File: src/hw/aux_adc_consts.svh
`ifndef AUX_ADC_CONSTS_SVH
`define AUX_ADC_CONSTS_SVH

// Register indices; byte address is four times the index
`define RESULT_IDX 16'h402D
`define CONTROL_IDX 16'h402E
`define SELECT_IDX 16'h402F
`define RESULT_ADDR ({`RESULT_IDX, 2'b00})
`define CONTROL_ADDR ({`CONTROL_IDX, 2'b00})
`define SELECT_ADDR ({`SELECT_IDX, 2'b00})

// Control fields
`define CTL_POWER_BIT 15
`define CTL_GO_BIT 14
`define CTL_SLEEP_BIT 12
`define CTL_RATE_MSB 5
`define CTL_RATE_LSB 0

// Select fields
`define SEL_SUPPLY_BIT 6
`define SEL_TEMP_BIT 4
`define SEL_PIN_C_BIT 2
`define SEL_PIN_B_BIT 1
`define SEL_PIN_A_BIT 0

// Result fields
`define TAG_MSB 15
`define TAG_LSB 12
`define DATA_MSB 11
`define DATA_LSB 0

// Source tag codes
`define TAG_PIN_A 4'h1
`define TAG_PIN_B 4'h2
`define TAG_PIN_C 4'h3
`define TAG_TEMP 4'h5
`define TAG_SUPPLY 4'h7

// Rate decode
`define RATE_MANUAL 6'h00
`define RATE_RESERVED 6'h20
`define RATE_LOW_MAX 6'h1F
`define RATE_LOW_MUL 2
`define RATE_HIGH_MUL 16

// Reset values
`define CONTROL_RESET 16'h0000
`define SELECT_RESET 16'h0000
`define RESULT_RESET 16'h0000

// Timing
`define CLK_PERIOD_NS 4
`define CLK_HZ_DEFAULT (1000000000 / `CLK_PERIOD_NS)

`endif

File: src/hw/aux_adc_pkg.sv
package aux_adc_pkg;

    typedef enum logic [2:0] {
        ST_IDLE = 3'b001,
        ST_START = 3'b010,
        ST_WAIT = 3'b100
    } ctl_state_t;

    typedef struct packed {
        ctl_state_t state;
        logic pwr_en;
        logic go;
        logic slp_hold;
        logic [5:0] rate;
        logic [4:0] sel;
        logic [15:0] result;
        logic [2:0] done_sync;
        logic tick_pend;
        logic [31:0] prdata;
        logic pready;
        logic pslverr;
        logic adc_power;
        logic adc_start;
    } ctl_reg_t;

    typedef struct packed {
        logic [31:0] acc;
        logic tick;
    } timer_reg_t;

    typedef struct packed {
        logic [2:0] slot;
        logic [3:0] code;
    } picker_reg_t;

endpackage

File: src/hw/aux_adc_if.sv
`timescale 1ns/10ps
interface aux_adc_if;
    logic [5:0] rate;
    logic run;
    logic tick;
    logic [4:0] sel;
    logic advance;
    logic [3:0] code;
    logic chan_ok;

    modport ctrl (output rate, output run, input tick, output sel, output advance, input code, input chan_ok);
    modport timer (input rate, input run, output tick);
    modport picker (input sel, input advance, output code, output chan_ok);
endinterface

File: src/hw/aux_adc_control.sv
// Functional notes
// - The upper nibble of the result names the source: 1, 2, 3 the pins, 5 die temperature, 7 the supply.
// - The low twelve bits of the result hold the unsigned code; millivolts are code times 1.465.
// - The converter is powered only while control bit 15 is one, and that bit clears in the OFF state.
// - With a nonzero rate other than 32, conversions repeat at that rate while bit 14 is one, which then stays set.
// - With rate zero, writing one to bit 14 starts one conversion and the bit clears when it ends.
// - Rate 0 is manual, 1 to 31 give twice the code per second, 32 is reserved, 33 to 63 give 16 times code less 32.
// - In SLEEP the converter follows bit 15 only when bit 12 is one, otherwise it is off.
// - The supply is measured only while select bit 6 is one.
// - Die temperature is measured only while select bit 4 is one.
// - Pins c, b and a are measured only while select bits 2, 1 and 0 are one.
`timescale 1ns/10ps
`include "aux_adc_consts.svh"
module aux_adc_control #(
    parameter int unsigned CLK_HZ = `CLK_HZ_DEFAULT
) (
    // APB clock and reset
    input wire logic pclk,
    input wire logic presetn,
    // APB slave
    input wire logic psel,
    input wire logic penable,
    input wire logic pwrite,
    input wire logic [17:0] paddr,
    input wire logic [31:0] pwdata,
    output logic [31:0] prdata,
    output logic pready,
    output logic pslverr,
    // Device power state
    input wire logic pwr_off,
    input wire logic pwr_sleep,
    // Analogue converter
    output logic adc_power,
    output logic adc_start,
    output logic [3:0] adc_channel,
    input wire logic adc_done,
    input wire logic [11:0] adc_data
);
    aux_adc_pkg::ctl_reg_t s_q, s_d;
    aux_adc_if ifc ();

    logic setup;
    logic wr_en;
    logic hit_result;
    logic hit_control;
    logic hit_select;
    logic [15:0] control_view;
    logic [15:0] select_view;
    logic manual;
    logic powered;
    logic done_edge;
    logic go_write;

    sample_rate_timer #(
        .CLK_HZ(CLK_HZ)
    ) u_timer (
        .pclk(pclk),
        .presetn(presetn),
        .ifc(ifc.timer)
    );

    input_picker u_picker (
        .pclk(pclk),
        .presetn(presetn),
        .ifc(ifc.picker)
    );

    // Register views, reserved bits read as zero
    always_comb begin
        control_view = 16'h0000;
        control_view[`CTL_POWER_BIT] = s_q.pwr_en;
        control_view[`CTL_GO_BIT] = s_q.go;
        control_view[`CTL_SLEEP_BIT] = s_q.slp_hold;
        control_view[`CTL_RATE_MSB:`CTL_RATE_LSB] = s_q.rate;
        select_view = 16'h0000;
        select_view[`SEL_PIN_A_BIT] = s_q.sel[0];
        select_view[`SEL_PIN_B_BIT] = s_q.sel[1];
        select_view[`SEL_PIN_C_BIT] = s_q.sel[2];
        select_view[`SEL_TEMP_BIT] = s_q.sel[3];
        select_view[`SEL_SUPPLY_BIT] = s_q.sel[4];
    end

    assign setup = psel && !penable;
    assign hit_result = (paddr == `RESULT_ADDR);
    assign hit_control = (paddr == `CONTROL_ADDR);
    assign hit_select = (paddr == `SELECT_ADDR);
    // Writes commit in the access cycle, where pready is high
    assign wr_en = psel && penable && pwrite && s_q.pready && !s_q.pslverr;
    assign go_write = wr_en && hit_control && pwdata[`CTL_GO_BIT];
    assign manual = (s_q.rate == `RATE_MANUAL);
    assign done_edge = s_q.done_sync[1] && !s_q.done_sync[2];

    // Sleep drops the converter unless the hold bit keeps it under the enable
    assign powered = s_q.pwr_en && !pwr_off && (!pwr_sleep || s_q.slp_hold);

    always_comb begin
        s_d = s_q;
        s_d.adc_start = 1'b0;
        s_d.pready = 1'b0;
        s_d.pslverr = 1'b0;

        // Converter done arrives from the analogue side: synchronise first
        s_d.done_sync = {s_q.done_sync[1:0], adc_done};

        // APB: decode in setup, answer in the single access cycle
        if (setup) begin
            s_d.pready = 1'b1;
            s_d.pslverr = !(hit_result || hit_control || hit_select);
            if (hit_result) begin
                s_d.prdata = {16'h0000, s_q.result};
            end else if (hit_control) begin
                s_d.prdata = {16'h0000, control_view};
            end else if (hit_select) begin
                s_d.prdata = {16'h0000, select_view};
            end else begin
                s_d.prdata = 32'h0000_0000;
            end
        end

        // Conversion sequence; a control write in flight defers the start so power and start agree
        case (s_q.state)
            aux_adc_pkg::ST_IDLE: begin
                if (powered && s_q.go && ifc.chan_ok && (manual || s_q.tick_pend) && !(wr_en && hit_control)) begin
                    s_d.state = aux_adc_pkg::ST_START;
                    s_d.adc_start = 1'b1;
                    s_d.tick_pend = 1'b0;
                end
            end
            aux_adc_pkg::ST_START: begin
                s_d.state = aux_adc_pkg::ST_WAIT;
            end
            aux_adc_pkg::ST_WAIT: begin
                if (!powered) begin
                    // Power loss abandons the conversion; no result is posted
                    s_d.state = aux_adc_pkg::ST_IDLE;
                end else if (done_edge) begin
                    s_d.state = aux_adc_pkg::ST_IDLE;
                    s_d.result = {adc_channel, adc_data};
                    if (manual) begin
                        s_d.go = 1'b0;
                    end
                end
            end
            default: begin
                s_d.state = aux_adc_pkg::ST_IDLE;
            end
        endcase

        // A tick in the cycle of a start still pends: set beats the start's clear
        if (ifc.tick) begin
            s_d.tick_pend = 1'b1;
        end

        // Software writes; a write of one to go beats the completion clear
        if (wr_en && hit_control) begin
            s_d.pwr_en = pwdata[`CTL_POWER_BIT];
            s_d.go = pwdata[`CTL_GO_BIT];
            s_d.slp_hold = pwdata[`CTL_SLEEP_BIT];
            s_d.rate = pwdata[`CTL_RATE_MSB:`CTL_RATE_LSB];
        end
        if (go_write) begin
            s_d.go = 1'b1;
        end
        if (wr_en && hit_select) begin
            s_d.sel[0] = pwdata[`SEL_PIN_A_BIT];
            s_d.sel[1] = pwdata[`SEL_PIN_B_BIT];
            s_d.sel[2] = pwdata[`SEL_PIN_C_BIT];
            s_d.sel[3] = pwdata[`SEL_TEMP_BIT];
            s_d.sel[4] = pwdata[`SEL_SUPPLY_BIT];
        end

        // OFF state forces the enable low over any write
        if (pwr_off) begin
            s_d.pwr_en = 1'b0;
        end

        // Stale ticks from a stopped rate must not fire later
        if (manual || !s_q.go || !powered) begin
            s_d.tick_pend = 1'b0;
        end

        s_d.adc_power = s_d.pwr_en && !pwr_off && (!pwr_sleep || s_d.slp_hold);
    end

    always_ff @(posedge pclk or negedge presetn) begin
        if (!presetn) begin
            s_q <= '{
                state: aux_adc_pkg::ST_IDLE,
                pwr_en: 1'(`CONTROL_RESET >> `CTL_POWER_BIT),
                go: 1'b0,
                slp_hold: 1'b0,
                rate: 6'h00,
                sel: 5'h00,
                result: `RESULT_RESET,
                done_sync: 3'h0,
                tick_pend: 1'b0,
                prdata: 32'h0000_0000,
                pready: 1'b0,
                pslverr: 1'b0,
                adc_power: 1'b0,
                adc_start: 1'b0
            };
        end else begin
            s_q <= s_d;
        end
    end

    // Timer runs only while auto conversions are armed and the converter is live
    assign ifc.rate = s_q.rate;
    assign ifc.run = s_q.go && powered && !manual;
    assign ifc.sel = s_q.sel;
    assign ifc.advance = (s_q.state == aux_adc_pkg::ST_WAIT) && powered && done_edge;

    assign prdata = s_q.prdata;
    assign pready = s_q.pready;
    assign pslverr = s_q.pslverr;
    assign adc_power = s_q.adc_power;
    assign adc_start = s_q.adc_start;
    assign adc_channel = ifc.code;
endmodule // aux_adc_control

File: src/hw/input_picker.sv
`timescale 1ns/10ps
`include "aux_adc_consts.svh"
module input_picker (
    // Clock and reset
    input wire logic pclk,
    input wire logic presetn,
    // Control side
    aux_adc_if.picker ifc
);
    localparam int N = 5;
    localparam logic [3:0] TAGS [N] = '{`TAG_PIN_A, `TAG_PIN_B, `TAG_PIN_C, `TAG_TEMP, `TAG_SUPPLY};

    aux_adc_pkg::picker_reg_t s_q, s_d;
    logic [N-1:0] rot;

    // Mask rotated so that entry k is the input k+1 places after the current one
    genvar k;
    generate
        for (k = 0; k < N; k++) begin : g_rot
            assign rot[k] = ifc.sel[(32'(s_q.slot) + k + 1) % N];
        end
    endgenerate

    // Round robin over the selected inputs; a deselected slot is left at once
    always_comb begin
        logic found;
        found = 1'b0;
        s_d = s_q;
        if (ifc.advance || !ifc.sel[s_q.slot]) begin
            for (int i = 0; i < N; i++) begin
                if (rot[i] && !found) begin
                    found = 1'b1;
                    s_d.slot = 3'((32'(s_q.slot) + i + 1) % N);
                end
            end
        end
        s_d.code = TAGS[s_d.slot];
    end

    always_ff @(posedge pclk or negedge presetn) begin
        if (!presetn) begin
            s_q <= '{slot: 3'h0, code: `TAG_PIN_A};
        end else begin
            s_q <= s_d;
        end
    end

    assign ifc.code = s_q.code;
    assign ifc.chan_ok = ifc.sel[s_q.slot];
endmodule // input_picker

File: src/hw/sample_rate_timer.sv
`timescale 1ns/10ps
`include "aux_adc_consts.svh"
module sample_rate_timer #(
    parameter int unsigned CLK_HZ = `CLK_HZ_DEFAULT
) (
    // Clock and reset
    input wire logic pclk,
    input wire logic presetn,
    // Control side
    aux_adc_if.timer ifc
);
    localparam logic [31:0] CLK_HZ_W = 32'(CLK_HZ);

    aux_adc_pkg::timer_reg_t s_q, s_d;
    logic [31:0] sps;
    logic [31:0] sum;

    // Phase accumulator keeps the average rate exact without a divider
    always_comb begin
        sps = 32'h0000_0000;
        if (ifc.rate != `RATE_RESERVED && ifc.rate != `RATE_MANUAL) begin
            if (ifc.rate <= `RATE_LOW_MAX) begin
                sps = 32'({26'h000_0000, ifc.rate} * `RATE_LOW_MUL);
            end else begin
                sps = 32'({26'h000_0000, ifc.rate - 6'h20} * `RATE_HIGH_MUL);
            end
        end
        sum = s_q.acc + sps;
        s_d = s_q;
        s_d.tick = 1'b0;
        if (!ifc.run || sps == 32'h0000_0000) begin
            s_d.acc = 32'h0000_0000;
        end else if (sum >= CLK_HZ_W) begin
            s_d.acc = sum - CLK_HZ_W;
            s_d.tick = 1'b1;
        end else begin
            s_d.acc = sum;
        end
    end

    always_ff @(posedge pclk or negedge presetn) begin
        if (!presetn) begin
            s_q <= '0;
        end else begin
            s_q <= s_d;
        end
    end

    assign ifc.tick = s_q.tick;
endmodule // sample_rate_timer

File: config.mk
export PLATFORM = sky130hd
export DESIGN_NAME = aux_adc_control
export DESIGN_NICKNAME = d
export VERILOG_FILES = /design/src/hw/aux_adc_pkg.sv /design/src/hw/aux_adc_if.sv /design/src/hw/aux_adc_control.sv /design/src/hw/input_picker.sv /design/src/hw/sample_rate_timer.sv
export VERILOG_INCLUDE_DIRS = /design/src /design/src/hw
export SDC_FILE = /design/constraint.sdc
export NUM_CORES = 1
export LEC_CHECK = 0
export ABC_AREA = 1
export CORE_ASPECT_RATIO = 0.6
export CORE_MARGIN = 2
export CORE_UTILIZATION = 40
export DETAILED_ROUTE_END_ITERATION = 8
export DONT_BUFFER_PORTS = 1
export SLEW_MARGIN = 15
export SYNTH_ARGS = -nofsm -noshare
export SYNTH_HDL_FRONTEND = slang
export SYNTH_SLANG_ARGS = --single-unit
File: constraint.sdc
create_clock -name pclk -period 7.09 [get_ports pclk]
set_input_delay 1.418 -clock pclk [delete_from_list [all_inputs] [get_ports pclk]]
set_output_delay 1.418 -clock pclk [all_outputs]
set_load 0.05 [all_outputs]
==> impl_results.md, run 1 <==
* Status: finished clean
* TritonRoute pass-1 iters at 8
* Num CTS Buffers at 9
* Vias per Instance at 5.05
* Post-synth EDFFs at 0
* P_leak at 4.44 nW
* H-tree depth reported by CTS at 3
* Most frequent cells in the layout: 345 x nand2_1, 192 x inv_1, 107 x nor2_1
* Multiplexer area fraction after synthesis at 0.134%
* Root Driver: clkbuf_16
* Worst-Margin Slew at 0.822 ns
* Register area at 0.00235 mm²
* YS warnings at 0
* Share of layout cells above drive strength 1 at 7.43%
* Post-Syn Instances at 1,273
* CP Max Fanout at 10
* Clock Skew at 0.00750 ns
* Dpl ws at 1.27 ns
* Post-route DRC at 0
* First DRT Iteration DRCs at 711
* XOR/XNOR share of the synthesized area at 3.38%
* Synth Area per Inst at 6.61 µm²
* #FFs+latches synth at 94
* Post-Synthesis Cell Area at 0.00841 mm²
* Worst-path clk slew at 0.07 ns
* Layout Nets at 1,367
* Max Cap Violations at 0
* Largest net degree at the start of global routing at 95
* Row count at 41
* Clock period minus worst slack at 5.89 ns
* Number of global-route vias before repair at 6,866
* Setup violations, final at 0
* Tcrit/Tclk final at 83.0%
* Core ar. at 0.0208 mm²
* Prevailing post-synth register cell: dfrtp_1
* CP Class: reg2reg
* Setup WS post-layout at 1.20 ns
* Drt total wl at 22,300 µm
* Largest family of logic cells by synthesized area: simple AND/OR/NAND/NOR gates
* Finished Cell Area at 0.00876 mm²
* Placement Cell Area at 0.00847 mm²
* Die area at 0.0222 mm²
* Vias at 7,734
* Hold-fix buffers, CTS at 0
* DRT antenna net count at 0
* Synth Area in Simple Gates at 35.4%
* Crit. End Element: flop
* GPL Wtd Cong at 0.922
* Max stage delay cell, worst path: dfrtp_1
* IO Pins at 110
* Slew Viols, Final at 0
* Remaining Overflow, GRT at 0
* Unrepaired setup endpoints after global routing: false
* Clk sinks at 94
* Initial Util at 40.4%
* Hold_ws at 0.351 ns
* Setup tns final at 0 ns
* Final hold vios at 0
* Highest clock rate at 0.170 GHz
* Post_cts resized at 0
* First-pass GRT wire length at 36,100 µm
* FILL cells at 2,227
* CTS Buffer Depth at 2
* Compound-gate portion of the synthesized area at 11.6%
* Routed WL per cell at 14.6 µm
* GRT Resource Usage Total at 20.7%
* DPL Wire Length at 17,500 µm
* Placed cells at 1,515
* CTS tree: done
* Worst hold path class: reg2reg
* Fin cells at 1,532
* Most frequent CP cell: nand2_1
* Multi-input gate area at 0.00495 mm²
* Input/output buffers at 0
* Async S/R FF share, synth at 100%
* Die Y at 116 µm
* VDD IR-drop max at 0.000286 V
* Slew HR at 44.7%
* Initial antenna violation count at 2
* Area delta synth->final at 4.09%
* Worst-Skew Late Latency at 0.35 ns
* Largest stage delay, worst path at 0.36 ns
* PwrDens at 439 mW/mm²
* Critical path arrival at 6.11 ns
* Postcts setup bufs at 0
* Cell variety after synth at 56
* Sequential share of the synthesized area at 28.0%
* Synth Area in Adders at 7.53%
* Most common cell after layout, fill and taps aside: nand2_1
* Die X at 191 µm
* Crit start category: flop
* Critical Path RT at 7.32 ns
-- worst max-delay path, delay by kind of cell (launching register included) --
kind	cells	cell delay, ns
adders and majority gates	5	1.18
AOI/OAI and AO/OA	1	0.33
DFF	1	0.36
buffers and inverters	9	1.07
xor gates and xnor gates	1	0.23
and+or+nand+nor	24	2.58
-- cells in the mapped netlist (all sizes together) (3+ instances only) --
master | n | area share (%)
nand2 | 363 | 17
inv | 202 | 9.1
nor2 | 116 | 5.7
nand3 | 98 | 6.3
dfrtp | 92 | 27
o21ai | 71 | 4.3
a21oi | 60 | 3.8
ha | 49 | 7.3
buf | 44 | 4.1
nand4 | 35 | 2.9
nor3 | 23 | 1.4
xor2 | 20 | 2.3
clkbuf | 16 | 0.71
nor4 | 11 | 0.82
or2 | 11 | 0.85
o22ai | 9 | 0.67
xnor2 | 9 | 1.0
o211ai | 8 | 0.71
a21boi | 5 | 0.58
a31oi | 5 | 0.37
nand3b | 5 | 0.45
o21a | 4 | 0.36
o21bai | 3 | 0.27
-- path summary, 6_finish.rpt --
check | to | from | cells past startpoint | slack (ns)
hold reg to reg | s_d[39] | s_d[38] | 0 | 0.35
min in group asynchronous | prdata[7] | presetn | 0 | 0.76
max in group asynchronous | s_q[70] | presetn | 0 | 6.10
setup reg to reg | u_picker.ifc.code[1] | u_picker.s_q[5] | 40 | 1.20
setup / recovery | u_picker.ifc.code[1] | u_picker.s_q[5] | 40 | 1.20
hold / removal | s_d[39] | s_d[38] | 0 | 0.35
-- area by class of cell --
class / count / share of cell area (%)
antenna: 1 / 0.0286
clock buffer: 13 / 2.97
clock inverter: 3 / 0.300
inverter: 204 / 8.80
multi-input combinational: 932 / 56.5
sequential: 94 / 26.9
tap: 279 / 3.99
timing repair buffer: 6 / 0.514
-- flip-flops by register name (all words and copies together), names as in the netlist, 2 cells and up --
register	flops
s_q	20
ifc.sel	5
control_view	3
prdata	16
u_picker.ifc.code	3
u_timer.s_q	31
u_picker.s_q	3
ifc.rate	6
s_d	2
-- power breakdown --
part           total [W]  switching [W]  internal [W]  leakage [nW]
registers       0.000621      0.0000430      0.000578          1.25
clock network   0.000473       0.000213      0.000260         0.140
logic            0.00275        0.00185      0.000896          3.05
total            0.00384        0.00211       0.00173          4.44
-- layer usage --
layer	GRT usage (%)	wire [µm]	vias up	part of all wire, %
met4	2.15	119	2	0.53
met5	0	13	-	0.058
li1	-	-	3976	-
met1	33.7	12200	3511	55
met2	27.2	8060	231	36
met3	5.20	1970	14	8.8
-- logic make-up (layout without fill, tap and decap cells) --
kind of cell	Yosys count	in the layout
buf+inv	264	226
compound gates	171	171
other cells	1	19
fa+ha+maj	50	50
simple gates	663	663
xor+xnor	29	29
flops	94	94
mux	1	1
-- stage by stage --
stage	power (W)	utilization, %
finish	0.00384	42.0
global route	0.00431	42.0
CTS	0.00382	42.0
detailed placement	0.00333	40.7
global placement	0.00326	40.7
floorplan	0.00282	-
Power figures use the tool's default switching activity.
==> run 2: changes to the inputs <==
Clock period 7.09 ns to 5.89 ns, I/O delays scaled along.
==> run 2 against run 1 <==
- die area stayed put
- power is 24% higher
- highest routed layer unchanged
- largest power group unchanged
- hold slack better by 0.0068 ns
- critical path type unchanged
==> impl_results.md, run 2 (same netlist as run 1, synthesis figures left out) <==
* Status: finished clean
* TritonRoute pass-1 iters at 5 (-3)
* FILL cells at 2,236 (+0.40%)
* VDD IR-drop max at 0.000398 V (+39%)
* Most frequent cells in the layout: 345 x nand2_1, 190 x inv_1, 106 x nor2_1
* Reg2Reg Depth at 36 (-10%)
* Reg with most FFs: u_timer.s_q
* Worst-Skew Late Latency at 0.36 ns (about the same)
* GPL Wtd Cong at 0.909 (-1.4%)
* First DRT Iteration DRCs at 659 (-7.3%)
* Remaining Overflow, GRT at 0 (unchanged)
* Clock period minus worst slack at 5.46 ns (-0.427 ns)
* Worst hold path class: reg2reg
* Hold-fix buffers, CTS at 0 (unchanged)
* Die Y at 116 µm (unchanged)
* Die X at 191 µm (unchanged)
* Slew HR at 47.3% (+2.6 points)
* P_leak at 4.47 nW (+0.71%)
* Worst-path clk slew at 0.07 ns (about the same)
* Post-route DRC at 0 (unchanged)
* Crit. End Element: flop
* Layout Nets at 1,374 (+0.51%)
* Number of global-route vias before repair at 6,740 (-1.8%)
* PwrDens at 539 mW/mm² (+23%)
* Drt total wl at 22,700 µm (+1.7%)
* Reg2Reg Capture Point: u_picker.ifc.code[1]
* Slew Viols, Final at 0 (unchanged)
* DPL Wire Length at 17,700 µm (+1.1%)
* Clock Skew at 0.0130 ns (+0.00548 ns)
* Critical Path RT at 6.12 ns (-1.20 ns)
* CP Max Fanout at 7 (-3)
* Critical path arrival at 5.69 ns (-0.42 ns)
* Input/output buffers at 0 (unchanged)
* Tcrit/Tclk final at 92.7% (+9.7 points)
* Root Driver: clkbuf_16
* CP Class: reg2reg
* First-pass GRT wire length at 36,000 µm (-0.27%)
* RR Startpoint: u_picker.s_q[5]
* IO Pins at 110 (unchanged)
* Clk sinks at 94 (unchanged)
* Die area at 0.0222 mm² (unchanged)
* Final hold vios at 0 (unchanged)
* CTS tree: done
* Max Cap Violations at 0 (unchanged)
* CTS Buffer Depth at 2 (unchanged)
* GRT Resource Usage Total at 20.7% (+0.037 points)
* Crit start category: flop
* Most common cell after layout, fill and taps aside: nand2_1
* Largest stage delay, worst path at 0.39 ns (+0.03 ns)
* Initial Util at 40.4% (unchanged)
* Flop2flop setup slack at 0.43 ns (-0.77 ns)
* Initial antenna violation count at 2 (unchanged)
* Worst Min Path Start: s_d[38]
* Fin cells at 1,539 (+0.46%)
* Row count at 41 (unchanged)
* DRT antenna net count at 0 (unchanged)
* Setup violations, final at 0 (unchanged)
* Vias per Instance at 5.03 (-0.35%)
* Vias at 7,742 (+0.10%)
* Sink of the worst hold path: s_d[39]
* Area delta synth->final at 5.13%
* Num CTS Buffers at 9 (unchanged)
* Largest net degree at the start of global routing at 95 (unchanged)
* H-tree depth reported by CTS at 3 (unchanged)
* Max stage delay cell, worst path: dfrtp_1
* Share of layout cells above drive strength 1 at 8.50% (+1.1 points)
* Most frequent CP cell: nand2_1
* Core ar. at 0.0208 mm² (unchanged)
* Worst-Margin Slew at 0.784 ns (-0.0381 ns)
* Hold Path Depth at 0 (unchanged)
* Total Power at 0.00477 W (+24%)
* Highest clock rate at 0.183 GHz (+7.8%)
* Placed cells at 1,520 (+0.33%)
* Max reg flops at 31 (unchanged)
* Routed WL per cell at 14.8 µm (+1.2%)
-- run 2: repair_timing --
| action | CTS | global route |
|---|---|---|
| setup buffers | 0 | 2 |
| setup endpoints to repair | 0 | 2 |
| resized for setup | 0 | 10 |
-- run 2: where the power goes --
group | internal, W | leakage, nW | total, W | switching [W]
registers | 0.000696 | 1.25 | 0.000755 | 0.0000590
clock network | 0.000314 | 0.140 | 0.000588 | 0.000274
logic | 0.00113 | 3.08 | 0.00343 | 0.00229
total | 0.00214 | 4.47 | 0.00477 | 0.00262
-- run 2: area by class of cell --
cell class | count | area, µm² | share of cell area (%)
multi-input cells | 932 | 4980 | 56.3
flip-flops and latches | 94 | 2350 | 26.6
inverters | 204 | 777 | 8.78
well taps | 279 | 349 | 3.95
clock buffers | 13 | 260 | 2.94
repair buffers | 13 | 97.6 | 1.10
clock inverters | 3 | 26.3 | 0.297
diodes | 1 | 2.50 | 0.0283
-- run 2: routing by layer --
layer | wire length (µm) | GRT usage, % | share of wire (%)
met4 | 139 | 3.74 | 0.61
met2 | 8050 | 25.9 | 35
met1 | 12300 | 33.7 | 54
met3 | 2220 | 5.95 | 9.8
met5 | 8 | 0 | 0.035
-- run 2: worst max path at each step --
stage                     from                   end  slack, ns  depth (start not counted)
2_1_floorplan  u_picker.s_q[4]  u_picker.ifc.code[1]       0.71                         35
3_3_place_gp   u_picker.s_q[5]  u_picker.ifc.code[1]       0.51                         36
3_5_place_dp   u_picker.s_q[5]  u_picker.ifc.code[1]       0.42                         36
4_1_cts        u_picker.s_q[5]  u_picker.ifc.code[1]       0.39                         36
5_1_grt        u_picker.s_q[5]  u_picker.ifc.code[1]      -0.02                         39
6_report       u_picker.s_q[5]  u_picker.ifc.code[1]       0.43                         36
-- run 2: worst max-delay path: cells and delay by family, from the launching register on --
family	cells	cell delay, ns
adders and majority gates	5	1.23
and+or+nand+nor	22	2.69
buffers and inverters	6	0.57
AOI/OAI and AO/OA	2	0.25
xor gates and xnor gates	1	0.20
DFF	1	0.39
-- run 2: stage by stage --
step	setup TNS [ns]	utilization, %	cell area, µm²	hold slack, ns	setup WS, ns
2_1_floorplan	0	-	8480	0.331	0.712
3_3_place_gp	0	40.8	8510	0.341	0.511
3_5_place_dp	0	40.8	8510	0.346	0.421
4_1_cts	0	42.2	8790	0.360	0.393
5_1_grt	-0.0172	42.5	8840	0.378	-0.0172
6_report	0	42.5	8840	0.358	0.431
